[config.mk]
export PLATFORM = sky130hd
export DESIGN_NAME = adcsl_regs
export DESIGN_NICKNAME = d
export VERILOG_FILES = /design/src/logic/adcsl_pkg.sv /design/src/logic/adcsl_regs.sv
export SDC_FILE = /design/constraint.sdc
export NUM_CORES = 1
export LEC_CHECK = 0
export BUFFER_PORTS_ARGS = -buffer_cell sky130_fd_sc_hd__buf_2
export CELL_PAD_IN_SITES_DETAIL_PLACEMENT = 0
export CELL_PAD_IN_SITES_GLOBAL_PLACEMENT = 1
export CORE_MARGIN = 3
export CORE_UTILIZATION = 48
export CTS_CLUSTER_DIAMETER = 60
export DETAILED_ROUTE_END_ITERATION = 6
export PLACE_DENSITY = 0.85
export SLEW_MARGIN = 5
export SYNTH_ARGS = -nofsm -noshare
export SYNTH_HDL_FRONTEND = slang
export SYNTH_SLANG_ARGS = --single-unit
[constraint.sdc]
create_clock -name sys_clk -period 2.6 [get_ports sys_clk]
set_input_delay 0.26 -clock sys_clk [delete_from_list [all_inputs] [get_ports sys_clk]]
set_output_delay 0.26 -clock sys_clk [all_outputs]
set_load 0.05 [all_outputs]
[src/logic/adcsl_pkg.sv]
package adcsl_pkg;
	localparam int          ADDR_W       = 13;
	localparam logic [12:0] ADR_PDM      = 13'h0008;
	localparam logic [12:0] ADR_SPC      = 13'h0074;
	localparam logic [12:0] ADR_HDCF     = 13'h0075;
	localparam logic [12:0] ADR_RESV1    = 13'h0076;
	localparam logic [12:0] ADR_RESV2    = 13'h0077;
	localparam logic [12:0] ADR_CHKSUM   = 13'h0079;
	localparam logic [12:0] ADR_DRV      = 13'h0080;
	localparam logic [12:0] ADR_LMFC     = 13'h008b;
	localparam logic [12:0] ADR_PREEMPH  = 13'h00a8;
	localparam logic [12:0] ADR_UPDATE   = 13'h00ff;

	localparam logic [7:0]  RST_ZERO     = 8'h00;
	localparam logic [7:0]  RST_SPC      = 8'h20;
	localparam logic [7:0]  RST_DRV      = 8'h00;
	localparam logic [7:0]  RST_PREEMPH  = 8'h04;
	localparam logic [7:0]  PREEMPH_ON   = 8'h14;

	// register bit fields: power-down mode, transfer, driver power-down, HD
	localparam int BIT_PIN_MODE   = 5;
	localparam int BIT_LINK_STBY  = 4;
	localparam int LINK_MODE_LSB  = 2;
	localparam int ADC_MODE_LSB   = 0;
	localparam int BIT_XFER       = 0;
	localparam int BIT_DRV_PD     = 0;
	localparam int BIT_HD         = 7;

	// instruction: read flag, two length bits, 13-bit address
	localparam logic [4:0] INSTR_LAST = 5'h0f;
	localparam logic [4:0] DATA_LAST  = 5'h17;
	localparam int         BIT_RW     = 15;

	typedef enum logic [1:0] {
		ADCSL_PWR_NORMAL = 2'h0,
		ADCSL_PWR_DOWN   = 2'h1,
		ADCSL_PWR_STBY   = 2'h2
	} adcsl_pwr_t;

	typedef enum logic [1:0] {
		ADCSL_IDLE  = 2'h0,
		ADCSL_INSTR = 2'h1,
		ADCSL_WDATA = 2'h3,
		ADCSL_RDATA = 2'h2
	} adcsl_state_t;

	typedef struct packed {
		logic adc_power_down;
		logic adc_standby;
		logic link_pll_on;
		logic serializer_on;
		logic link_clock_run;
		logic link_reset;
	} adcsl_power_t;
endpackage : adcsl_pkg

[src/logic/adcsl_regs.sv]
module adcsl_regs #(
	parameter logic       HD_VALUE    = 1'b0,
	parameter logic [4:0] CF_COUNT    = 5'h01,
	parameter logic [7:0] LMFC_PERIOD = 8'h20
) (
	input  wire logic                  sys_clk,
	input  wire logic                  reset,
	input  wire logic                  csb_n,
	input  wire logic                  sclk,
	input  wire logic                  sdio_in,
	output logic                       sdio_out,
	output logic                       sdio_oe_n,
	input  wire logic                  power_down_pin,
	input  wire logic                  sysref,
	output adcsl_pkg::adcsl_power_t    power_ctrl,
	output logic                       driver_power_down,
	output logic                       preemphasis_on,
	output logic [7:0]                 lmfc_phase
);
	import adcsl_pkg::*;

	// pin synchronisers; stage one feeds only stage two
	logic [4:0] sync1, sync2, next_sync1, next_sync2;
	logic       sclk_prev, next_sclk_prev;
	logic       csb_s, sclk_s, sdio_s, pd_s, sysref_s, sclk_rise, sclk_fall;

	adcsl_state_t state, next_state;
	logic [4:0]   bit_cnt, next_bit_cnt;
	logic [15:0]  instr, next_instr;
	logic [7:0]   wshift, next_wshift, rshift, next_rshift;
	logic         sdo, next_sdo, oe_n, next_oe_n;

	// staged and active copies
	logic [7:0] pdm, resv1, resv2, chk, drv, lmfc_ofs, preemph;
	logic [7:0] next_pdm, next_resv1, next_resv2, next_chk, next_drv;
	logic [7:0] next_lmfc_ofs, next_preemph;
	logic [7:0] a_pdm, a_drv, a_lmfc, a_preemph;
	logic [7:0] next_a_pdm, next_a_drv, next_a_lmfc, next_a_preemph;
	logic       chk_set, next_chk_set, xfer, next_xfer;

	logic [7:0]   phase, next_phase;
	adcsl_power_t pwr, next_pwr;
	logic         drv_pd, next_drv_pd, pre_on, next_pre_on;

	logic [7:0] hdcf, chk_calc, rd_val;
	logic       wr_stb;
	logic [1:0] adc_mode, link_mode;

	assign csb_s     = sync2[0];
	assign sclk_s    = sync2[1];
	assign sdio_s    = sync2[2];
	assign pd_s      = sync2[3];
	assign sysref_s  = sync2[4];
	assign sclk_rise = sclk_s & ~sclk_prev;
	assign sclk_fall = ~sclk_s & sclk_prev;

	assign hdcf     = {HD_VALUE, 2'h0, CF_COUNT - 5'h01};
	assign chk_calc = 8'(RST_SPC + hdcf + resv1 + resv2);

	always_comb begin
		case (instr[ADDR_W-1:0])
			ADR_PDM:     rd_val = pdm;
			ADR_SPC:     rd_val = RST_SPC;
			ADR_HDCF:    rd_val = hdcf;
			ADR_RESV1:   rd_val = resv1;
			ADR_RESV2:   rd_val = resv2;
			ADR_CHKSUM:  rd_val = chk_set ? chk : chk_calc;
			ADR_DRV:     rd_val = drv;
			ADR_LMFC:    rd_val = lmfc_ofs;
			ADR_PREEMPH: rd_val = preemph;
			ADR_UPDATE:  rd_val = {7'h00, xfer};
			default:     rd_val = RST_ZERO;
		endcase
	end

	// serial port
	always_comb begin
		next_sync1     = {sysref, power_down_pin, sdio_in, sclk, csb_n};
		next_sync2     = sync1;
		next_sclk_prev = sclk_s;
		next_state     = state;
		next_bit_cnt   = bit_cnt;
		next_instr     = instr;
		next_wshift    = wshift;
		next_rshift    = rshift;
		next_sdo       = sdo;
		next_oe_n      = oe_n;
		wr_stb         = 1'b0;
		if (csb_s) begin
			next_state   = ADCSL_IDLE;
			next_bit_cnt = 5'h00;
			next_oe_n    = 1'b1;
		end else begin
			case (state)
				ADCSL_IDLE: begin
					next_state = ADCSL_INSTR;
				end
				ADCSL_INSTR: begin
					if (sclk_rise) begin
						next_instr   = {instr[14:0], sdio_s};
						next_bit_cnt = bit_cnt + 5'h01;
						if (bit_cnt == INSTR_LAST)
							next_state = instr[BIT_RW-1] ? ADCSL_RDATA : ADCSL_WDATA;
					end
				end
				ADCSL_WDATA: begin
					if (sclk_rise && bit_cnt != DATA_LAST + 5'h01) begin
						next_wshift  = {wshift[6:0], sdio_s};
						next_bit_cnt = bit_cnt + 5'h01;
						wr_stb       = (bit_cnt == DATA_LAST);
					end
				end
				ADCSL_RDATA: begin
					// read value latched lazily on the first falling edge
					if (sclk_fall) begin
						next_oe_n   = 1'b0;
						next_sdo    = (bit_cnt == INSTR_LAST + 5'h01) ? rd_val[7] : rshift[7];
						next_rshift = (bit_cnt == INSTR_LAST + 5'h01) ? {rd_val[6:0], 1'b0}
							: {rshift[6:0], 1'b0};
						next_bit_cnt = bit_cnt + 5'h01;
					end
				end
				default: next_state = ADCSL_IDLE;
			endcase
		end
		if (reset) begin
			next_state   = ADCSL_IDLE;
			next_bit_cnt = 5'h00;
			next_instr   = 16'h0000;
			next_wshift  = RST_ZERO;
			next_rshift  = RST_ZERO;
			next_sdo     = 1'b0;
			next_oe_n    = 1'b1;
		end
	end

	// staged registers and transfer
	always_comb begin
		next_pdm       = pdm;
		next_resv1     = resv1;
		next_resv2     = resv2;
		next_chk       = chk;
		next_chk_set   = chk_set;
		next_drv       = drv;
		next_lmfc_ofs  = lmfc_ofs;
		next_preemph   = preemph;
		next_a_pdm     = a_pdm;
		next_a_drv     = a_drv;
		next_a_lmfc    = a_lmfc;
		next_a_preemph = a_preemph;
		next_xfer      = xfer;
		if (xfer) begin
			next_a_pdm     = pdm;
			next_a_drv     = drv;
			next_a_lmfc    = lmfc_ofs;
			next_a_preemph = preemph;
			next_xfer      = 1'b0;
		end
		// strobe comes with the last data bit, so take the shifted value
		if (wr_stb) begin
			case (instr[ADDR_W-1:0])
				ADR_PDM:     next_pdm      = next_wshift;
				ADR_RESV1:   next_resv1    = next_wshift;
				ADR_RESV2:   next_resv2    = next_wshift;
				ADR_DRV:     next_drv      = next_wshift;
				ADR_LMFC:    next_lmfc_ofs = next_wshift;
				ADR_PREEMPH: next_preemph  = next_wshift;
				ADR_CHKSUM: begin
					next_chk     = next_wshift;
					next_chk_set = 1'b1;
				end
				// a new request wins over the self-clear
				ADR_UPDATE:  next_xfer = next_wshift[BIT_XFER] | next_xfer;
				default: ;
			endcase
		end
		if (reset) begin
			next_pdm       = RST_ZERO;
			next_resv1     = RST_ZERO;
			next_resv2     = RST_ZERO;
			next_chk       = RST_ZERO;
			next_chk_set   = 1'b0;
			next_drv       = RST_DRV;
			next_lmfc_ofs  = RST_ZERO;
			next_preemph   = RST_PREEMPH;
			next_a_pdm     = RST_ZERO;
			next_a_drv     = RST_DRV;
			next_a_lmfc    = RST_ZERO;
			next_a_preemph = RST_PREEMPH;
			next_xfer      = 1'b0;
		end
	end

	// power control
	always_comb begin
		adc_mode  = a_pdm[ADC_MODE_LSB +: 2];
		link_mode = a_pdm[LINK_MODE_LSB +: 2];
		if (pd_s) begin
			if (!a_pdm[BIT_PIN_MODE]) begin
				adc_mode  = ADCSL_PWR_DOWN;
				link_mode = ADCSL_PWR_DOWN;
			end else begin
				adc_mode  = ADCSL_PWR_STBY;
				link_mode = a_pdm[BIT_LINK_STBY] ? ADCSL_PWR_STBY
					: ADCSL_PWR_NORMAL;
			end
		end
		next_pwr.adc_power_down = (adc_mode == ADCSL_PWR_DOWN);
		next_pwr.adc_standby    = (adc_mode == ADCSL_PWR_STBY);
		next_pwr.link_pll_on    = (link_mode != ADCSL_PWR_DOWN);
		next_pwr.serializer_on  = (link_mode == ADCSL_PWR_NORMAL);
		next_pwr.link_clock_run = (link_mode == ADCSL_PWR_NORMAL);
		next_pwr.link_reset     = (link_mode != ADCSL_PWR_NORMAL);
		next_drv_pd = a_drv[BIT_DRV_PD];
		next_pre_on = (a_preemph == PREEMPH_ON);
		// phase counter runs on the system clock as a stand-in for the frame clock
		if (sysref_s)
			next_phase = a_lmfc;
		else if (phase >= LMFC_PERIOD - 8'h01)
			next_phase = 8'h00;
		else
			next_phase = phase + 8'h01;
		if (reset) begin
			next_pwr    = '0;
			next_drv_pd = 1'b0;
			next_pre_on = 1'b0;
			next_phase  = 8'h00;
		end
	end

	always_ff @(posedge sys_clk) begin
		sync1     <= next_sync1;
		sync2     <= next_sync2;
		sclk_prev <= next_sclk_prev;
		state     <= next_state;
		bit_cnt   <= next_bit_cnt;
		instr     <= next_instr;
		wshift    <= next_wshift;
		rshift    <= next_rshift;
		sdo       <= next_sdo;
		oe_n      <= next_oe_n;
		pdm       <= next_pdm;
		resv1     <= next_resv1;
		resv2     <= next_resv2;
		chk       <= next_chk;
		chk_set   <= next_chk_set;
		drv       <= next_drv;
		lmfc_ofs  <= next_lmfc_ofs;
		preemph   <= next_preemph;
		a_pdm     <= next_a_pdm;
		a_drv     <= next_a_drv;
		a_lmfc    <= next_a_lmfc;
		a_preemph <= next_a_preemph;
		xfer      <= next_xfer;
		pwr       <= next_pwr;
		drv_pd    <= next_drv_pd;
		pre_on    <= next_pre_on;
		phase     <= next_phase;
	end

	assign sdio_out          = sdo;
	assign sdio_oe_n         = oe_n;
	assign power_ctrl        = pwr;
	assign driver_power_down = drv_pd;
	assign preemphasis_on    = pre_on;
	assign lmfc_phase        = phase;
endmodule : adcsl_regs

==> results of run 1 <==
cell families (layout without fill, tap and decap cells):
family	Yosys count	after routing	synth area share, %
AOI/OAI and AO/OA	103	103	11.4
DFF	146	146	45.8
adders and majority gates	18	18	3.65
buffers and inverters	52	111	3.32
muxes	95	95	14.9
and+or+nand+nor	249	249	19.5
xor gates and xnor gates	10	10	1.37
flip-flops by register name, summed over array words and instances (netlist names), 6 cells and up:
name	flops
a_lmfc	8
a_pdm	6
a_preemph	8
chk	8
drv	8
instr	15
lmfc_ofs	8
lmfc_phase	8
pdm	8
preemph	8
resv1	8
resv2	8
rshift	7
wshift	8
timing repair:
| action | 4_1_cts | 5_1_grt |
|---|---|---|
| setup endpoints to repair | 1 | 2 |
| endpoints found under the hold margin | 5 | 0 |
| gates resized for setup | 1 | 2 |
| hold buffers | 5 | 0 |
| gates cloned | 0 | 0 |
stage by stage:
| step | hold slack [ns] | power, uW | std cells | instance area (um^2) | TNS [ns] |
|---|---|---|---|---|---|
| after global placement | 0.313 | 2400 | 867 | 6820 | 0 |
| after global routing | 0.328 | 4890 | 904 | 7450 | 0 |
| after detailed placement | 0.312 | 2410 | 867 | 6820 | -0.0257 |
| final | 0.325 | 4760 | 904 | 7450 | 0 |
| after CTS | 0.326 | 4790 | 904 | 7450 | 0 |
| after floorplan | 0.288 | 2380 | 673 | 6380 | 0 |
final cells by class:
type | count | share of cell area (%)
clock buffers | 19 | 5.94
clock inverters | 13 | 1.81
inverters | 17 | 0.856
multi-input cells | 475 | 43.7
flip-flops and latches | 146 | 39.2
well taps | 172 | 2.89
repair buffers | 62 | 5.64
path summary, 6_finish.rpt:
check | start | to | slack, ns
worst min register to register | next_sync2[0]$_DFF_P_ | sync2[0]$_DFF_P_ | 0.33
worst max register to register | bit_cnt[0]$_SDFFE_PP0P_ | rshift[3]$_SDFFE_PP0P_ | 0.04
worst min-delay path | reset | instr[14]$_SDFFE_PP0P_ | 0.32
worst max-delay path | bit_cnt[0]$_SDFFE_PP0P_ | rshift[3]$_SDFFE_PP0P_ | 0.04
power breakdown:
| part | internal (uW) | total, uW | switching (uW) | leakage [uW] |
|---|---|---|---|---|
| Combinational | 28.1 | 98.8 | 70.7 | 0.00130 |
| Clock | 1430 | 2390 | 958 | 0.000283 |
| Sequential | 2250 | 2270 | 12.9 | 0.00118 |
routing by layer:
layer  wire [um]  up-vias  part of all wire (%)
met5           0        -                     0
li1            -     2465                     -
met2        6980      149                    44
met1        7360     2374                    47
met4         616        0                   3.9
met3         757       49                   4.8
placed cells by master (no fill, tap or decap), types with 7 or more instances in the layout:
| cell type | n |
|---|---|
| a211oi_1 | 7 |
| a21oi_1 | 28 |
| a22oi_1 | 18 |
| buf_2 | 23 |
| buf_4 | 34 |
| clkbuf_16 | 17 |
| dfxtp_1 | 146 |
| ha_1 | 17 |
| inv_1 | 17 |
| mux2i_1 | 94 |
| nand2_1 | 38 |
| nand3_1 | 9 |
| nor2_1 | 134 |
| nor2b_1 | 8 |
| nor3_1 | 8 |
| o21ai_0 | 8 |
worst max-delay path: cells and delay by family (launching register included):
family | cells | cell delay [ns]
buffers and inverters | 1 | 0.10
adder cells (fa/ha/maj) | 1 | 0.18
AND/OR/NAND/NOR | 2 | 0.84
flip-flops | 1 | 0.33
AO/OA/AOI/OAI | 3 | 0.97
==> out/summary.txt, run 1 <==
status = finished, final reports clean
Nets = 744
PD cells = 638 nW/um^2
initial detailed-routing violation count = 404
Layout Utilization = 58.1%
I/O pin cnt = 25
syn_area_per_cell = 9.47 um^2
CP max stage delay = 0.75 ns
total number of vias = 5037
initial core utilization = 49.7%
largest vdd supply drop = 0.000591 V
max-capacitance violation count = 0
ranking of synthesized cells by area = dfxtp_1 (46%), mux2i_1 (15%), nor2_1 (7.9%), ha_1 (3.3%), nand2_1 (2.2%)
Detail Route Antenna Nets = 0
CTS Buf Count = 17
Fillers = 1147
max_slew headroom = 55.3%
Critical Path Sink Type = register
Slew @ Worst Pin = 0.670 ns
Worst Path Required = 2.88 ns
most used cell, CP = a2111oi_1
Total Routing Usage GR = 22.6%
clock skew = 0.00753 ns
vias per cell = 5.57
Hold Fails Final Rpt = 0
vias in the first global route = 4918
top cell type's share of synthesized area = 45.8%
Crit-path slowest cell = or4b_2
Top FF cell, synth = dfxtp_1
unrepaired setup endpoints after global routing = false
area of the multi-input gates = 3250 um^2
FF+latch area = 2920 um^2
Synth-to-Final Area Change = 16.9%
Tcrit/Tclk final = 98.6%
DRC = 0
Worst Hold Depth = 2
die area = 14700 um^2
Std-Cell Rows = 41
Final Critical Period = 2.56 ns
# H-tree levels = 4
gate count of the mapped netlist = 673
f_max = 390 MHz
core area = 12800 um^2
Post-Syn Area = 6380 um^2
R2R depth = 7
Slew Viols, Final = 0
post-synth top area cell = dfxtp_1
DRT Wirelength = 15700 um
CTS sink cnt = 146
post-synth cell types = 68
n_diodes = 0
layout cells sized above 1 = 14.3%
min setup slack post-route = 0.0366 ns
Syn Nets = 698
final setup vio count = 0
CTS tree = yes
kind of critical path = reg2reg
first-pass GRT wire length = 25700 um
clk_lat worst skew = 0.43 ns
Congestion Overflow GR = 0
Syn. warnings = 0
LEAKAGE = 0.00276 uW
Worst Hold Class = in2reg
Max clock buf depth = 2
met1 usage = 30.3%
PortBufs = 24
post-DR wirelength/cell = 17.4 um
Post-CTS Setup Inserts = 0
Die Span Y = 121 um
width of the die = 121 um
GPL Wtd Cong = 0.905
commonest cells in the netlist = dfxtp_1 (146), nor2_1 (134), mux2i_1 (94)
gr busiest metal = met2
initial antenna violation count = 0
M2 GR Usage = 34.5%
Initial DRT Pass Iterations = 5
M3 GR Usage = 4.62%
clock-pin slew on the worst setup and hold paths = 0.06 ns
number of synthesized flops with an enable pin = 0
CTS root buffer = clkbuf_16
count leader, synth = dfxtp_1
Post-Place Worst Slack = -0.0257 ns
Synth Register Bits = 146
Synth async-reset ratio = 0%
largest fanout on the critical path = 10
Critical Path AT = 2.85 ns
sequential fraction of the synthesis area = 45.8%
pin count of the biggest net entering global routing = 63
critical path startpoint category = register
Final HPWL DP = 11000 um
crit-path cells = inv_1, ha_1, or4b_2, a21oi_1, nand2_1, a2111oi_1, a2111oi_1
Note: power is estimated with default switching activity, not from simulation.
==> run 2: changes to the inputs <==
ABC_AREA = 1   (was unset)
CORE_UTILIZATION = 46   (was 48)
PLACE_DENSITY = 0.86   (was 0.85)
SKIP_LAST_GASP = 1   (was unset)
==> out/summary.txt, run 2 <==
Synth-to-Final Area Change = 13.5%
GPL Wtd Cong = 0.873 (-3.5%)
Syn Nets = 888 (+27%)
# H-tree levels = 4 (unchanged)
Post-Syn Area = 6460 um^2 (+1.4%)
Hold WS = 0.178 ns (-0.147 ns)
commonest cells in the netlist = dfxtp_1 (146), nor2_1 (124), o21ai_0 (113)
width of the die = 125 um (+2.7%)
Congestion Overflow GR = 0 (unchanged)
post-synth cell types = 41 (-40%)
DP Area = 6680 um^2 (-2.0%)
CTS tree = yes
setup TNS = 0 ns (unchanged)
ranking of synthesized cells by area = dfxtp_1 (45%), o21ai_0 (8.7%), a21oi_1 (7.4%), nor2_1 (7.2%), nand2_1 (6.4%)
DRC = 6 (+6)
Initial DRT Pass Iterations = 7 (+2)
total power = 4890 uW (+2.8%)
post-synth top area cell = dfxtp_1
Std-Cell Rows = 42 (+2.4%)
status = finished, violations left
initial core utilization = 47.9% (-1.9 points)
f_max = 447 MHz (+15%)
Max clock buf depth = 2 (unchanged)
Nets = 906 (+22%)
Worst Path Required = 2.91 ns (+0.03 ns)
PortBufs = 24 (unchanged)
core area = 13500 um^2 (+5.3%)
post-DR wirelength/cell = 14.4 um (-17%)
vias per cell = 5.25 (-5.8%)
layout cells sized above 1 = 11.5% (-2.8 points)
Reg with most FFs = instr
Tcrit/Tclk final = 86.0% (-13 points)
clock-pin slew on the worst setup and hold paths = 0.06 ns (about the same)
initial antenna violation count = 0 (unchanged)
commonest non-fill, non-tap cells in the layout = dfxtp_1 (146), nor2_1 (123), o21ai_0 (113)
sequential fraction of the synthesis area = 45.2% (-0.62 points)
r2r setup slk = 0.36 ns (+0.33 ns)
first-pass GRT wire length = 25800 um (about the same)
Final Critical Period = 2.24 ns (-0.328 ns)
kind of critical path = reg2reg
critical path startpoint category = register
Layout Utilization = 54.3% (-3.8 points)
clk_lat worst skew = 0.42 ns (about the same)
CTS Buf Count = 17 (unchanged)
total number of vias = 5617 (+12%)
Final HPWL DP = 11100 um (+0.28%)
DRT Wirelength = 15500 um (-1.7%)
Synth async-reset ratio = 0% (unchanged)
PD cells = 666 nW/um^2 (+4.4%)
Fillers = 1291 (+13%)
count leader, synth = dfxtp_1
Top FF cell, synth = dfxtp_1
syn_area_per_cell = 7.49 um^2 (-21%)
Final Instance Area = 7340 um^2 (-1.6%)
Slew @ Worst Pin = 0.703 ns (+0.0332 ns)
max FFs per register = 15 (unchanged)
Total Routing Usage GR = 20.4% (-2.2 points)
I/O pin cnt = 25 (unchanged)
Hold Fails Final Rpt = 0 (unchanged)
vias in the first global route = 5165 (+5.0%)
LEAKAGE = 0.00318 uW (+15%)
final setup vio count = 0 (unchanged)
largest vdd supply drop = 0.000469 V (-21%)
max-capacitance violation count = 0 (unchanged)
Critical Path Sink Type = register
largest fanout on the critical path = 3 (-7)
max_slew headroom = 52.8% (-2.5 points)
clock skew = 0.00902 ns (+0.00149 ns)
number of synthesized flops with an enable pin = 0 (unchanged)
pin count of the biggest net entering global routing = 102 (+62%)
die area = 15500 um^2 (+5.5%)
Critical Path AT = 2.54 ns (-0.31 ns)
gate count of the mapped netlist = 863 (+28%)
CTS sink cnt = 146 (unchanged)
n_diodes = 0 (unchanged)
Detail Route Antenna Nets = 0 (unchanged)
Die Span Y = 125 um (+2.7%)
Synth Register Bits = 146 (unchanged)
Syn. warnings = 0 (unchanged)
initial detailed-routing violation count = 461 (+14%)
Slew Viols, Final = 0 (unchanged)
Worst Hold Class = in2reg
failing checks = design-rule violations
most common cell after layout, fill and taps aside = dfxtp_1
unrepaired setup endpoints after global routing = false
CTS root buffer = clkbuf_16
top cell type's share of synthesized area = 45.2% (-0.62 points)
[run 2: worst paths after layout]
kind	startpoint	to	depth (start not counted)
worst min-delay path	reset	chk_set$_SDFFE_PP0P_	2
worst max-delay path	resv2[1]$_SDFFE_PP0P_	rshift[4]$_SDFFE_PP0P_	11
worst max register to register	resv2[1]$_SDFFE_PP0P_	rshift[4]$_SDFFE_PP0P_	11
worst min register to register	next_sync2[0]$_DFF_P_	sync2[0]$_DFF_P_	0
[run 2: cells by family after synthesis]
| kind of cell | synth area share [%] |
|---|---|
| AO/OA/AOI/OAI | 18.4 |
| XOR/XNOR | 0.407 |
| adder cells (fa/ha/maj) | 3.60 |
| buffers and inverters | 8.48 |
| flip-flops | 45.2 |
| multiplexers | 0.155 |
| AND/OR/NAND/NOR | 23.8 |
[run 2: per-layer routing]
layer  part of all wire [%]  vias up  track usage, %
li1                       -     2892               -
met1                     46     2580            27.2
met2                     47      124            32.6
met3                    4.5       21            4.93
met4                    2.2        0            6.83
met5                      0        -               0
[run 2: what timing repair did]
| action | in CTS | in global routing |
|---|---|---|
| gates resized for setup | 0 | 0 |
| setup buffers | 0 | 0 |
| hold endpoints to repair | 5 | 0 |
| hold buffers | 5 | 0 |
[run 2: cell type report]
| type | instances | area, um^2 | area share, % |
|---|---|---|---|
| sequential | 146 | 2920 | 39.8 |
| tap | 176 | 220 | 3.00 |
| clock buffer | 23 | 478 | 6.52 |
| clock inverter | 9 | 128 | 1.74 |
| timing repair buffer | 38 | 250 | 3.41 |
| multi-input combinational | 587 | 3000 | 40.8 |
| inverter | 91 | 342 | 4.66 |
[run 2: per-stage QoR]
step                worst slack [ns]  instances
detailed placement             0.375       1033
global route                   0.125       1070
global placement               0.428       1033
floorplan                      0.666        863
CTS                            0.359       1070
finish                         0.365       1070
[run 2: power by group]
| part | internal, uW | total, uW | switching, uW |
|---|---|---|---|
| Combinational | 41.8 | 146 | 104 |
| Clock | 1580 | 2470 | 886 |
| Sequential | 2260 | 2270 | 15.9 |
[run 2: critical path, cell delays in order, from the launching register on]
cell	delay [ns]
dfxtp_1	0.33
ha_1	0.27
ha_1	0.19
inv_1	0.06
fa_1	0.40
xnor2_1	0.16
mux2i_1	0.16
o21ai_0	0.10
nor2_1	0.18
nand3_1	0.13
nand2_1	0.08
a21oi_1	0.06
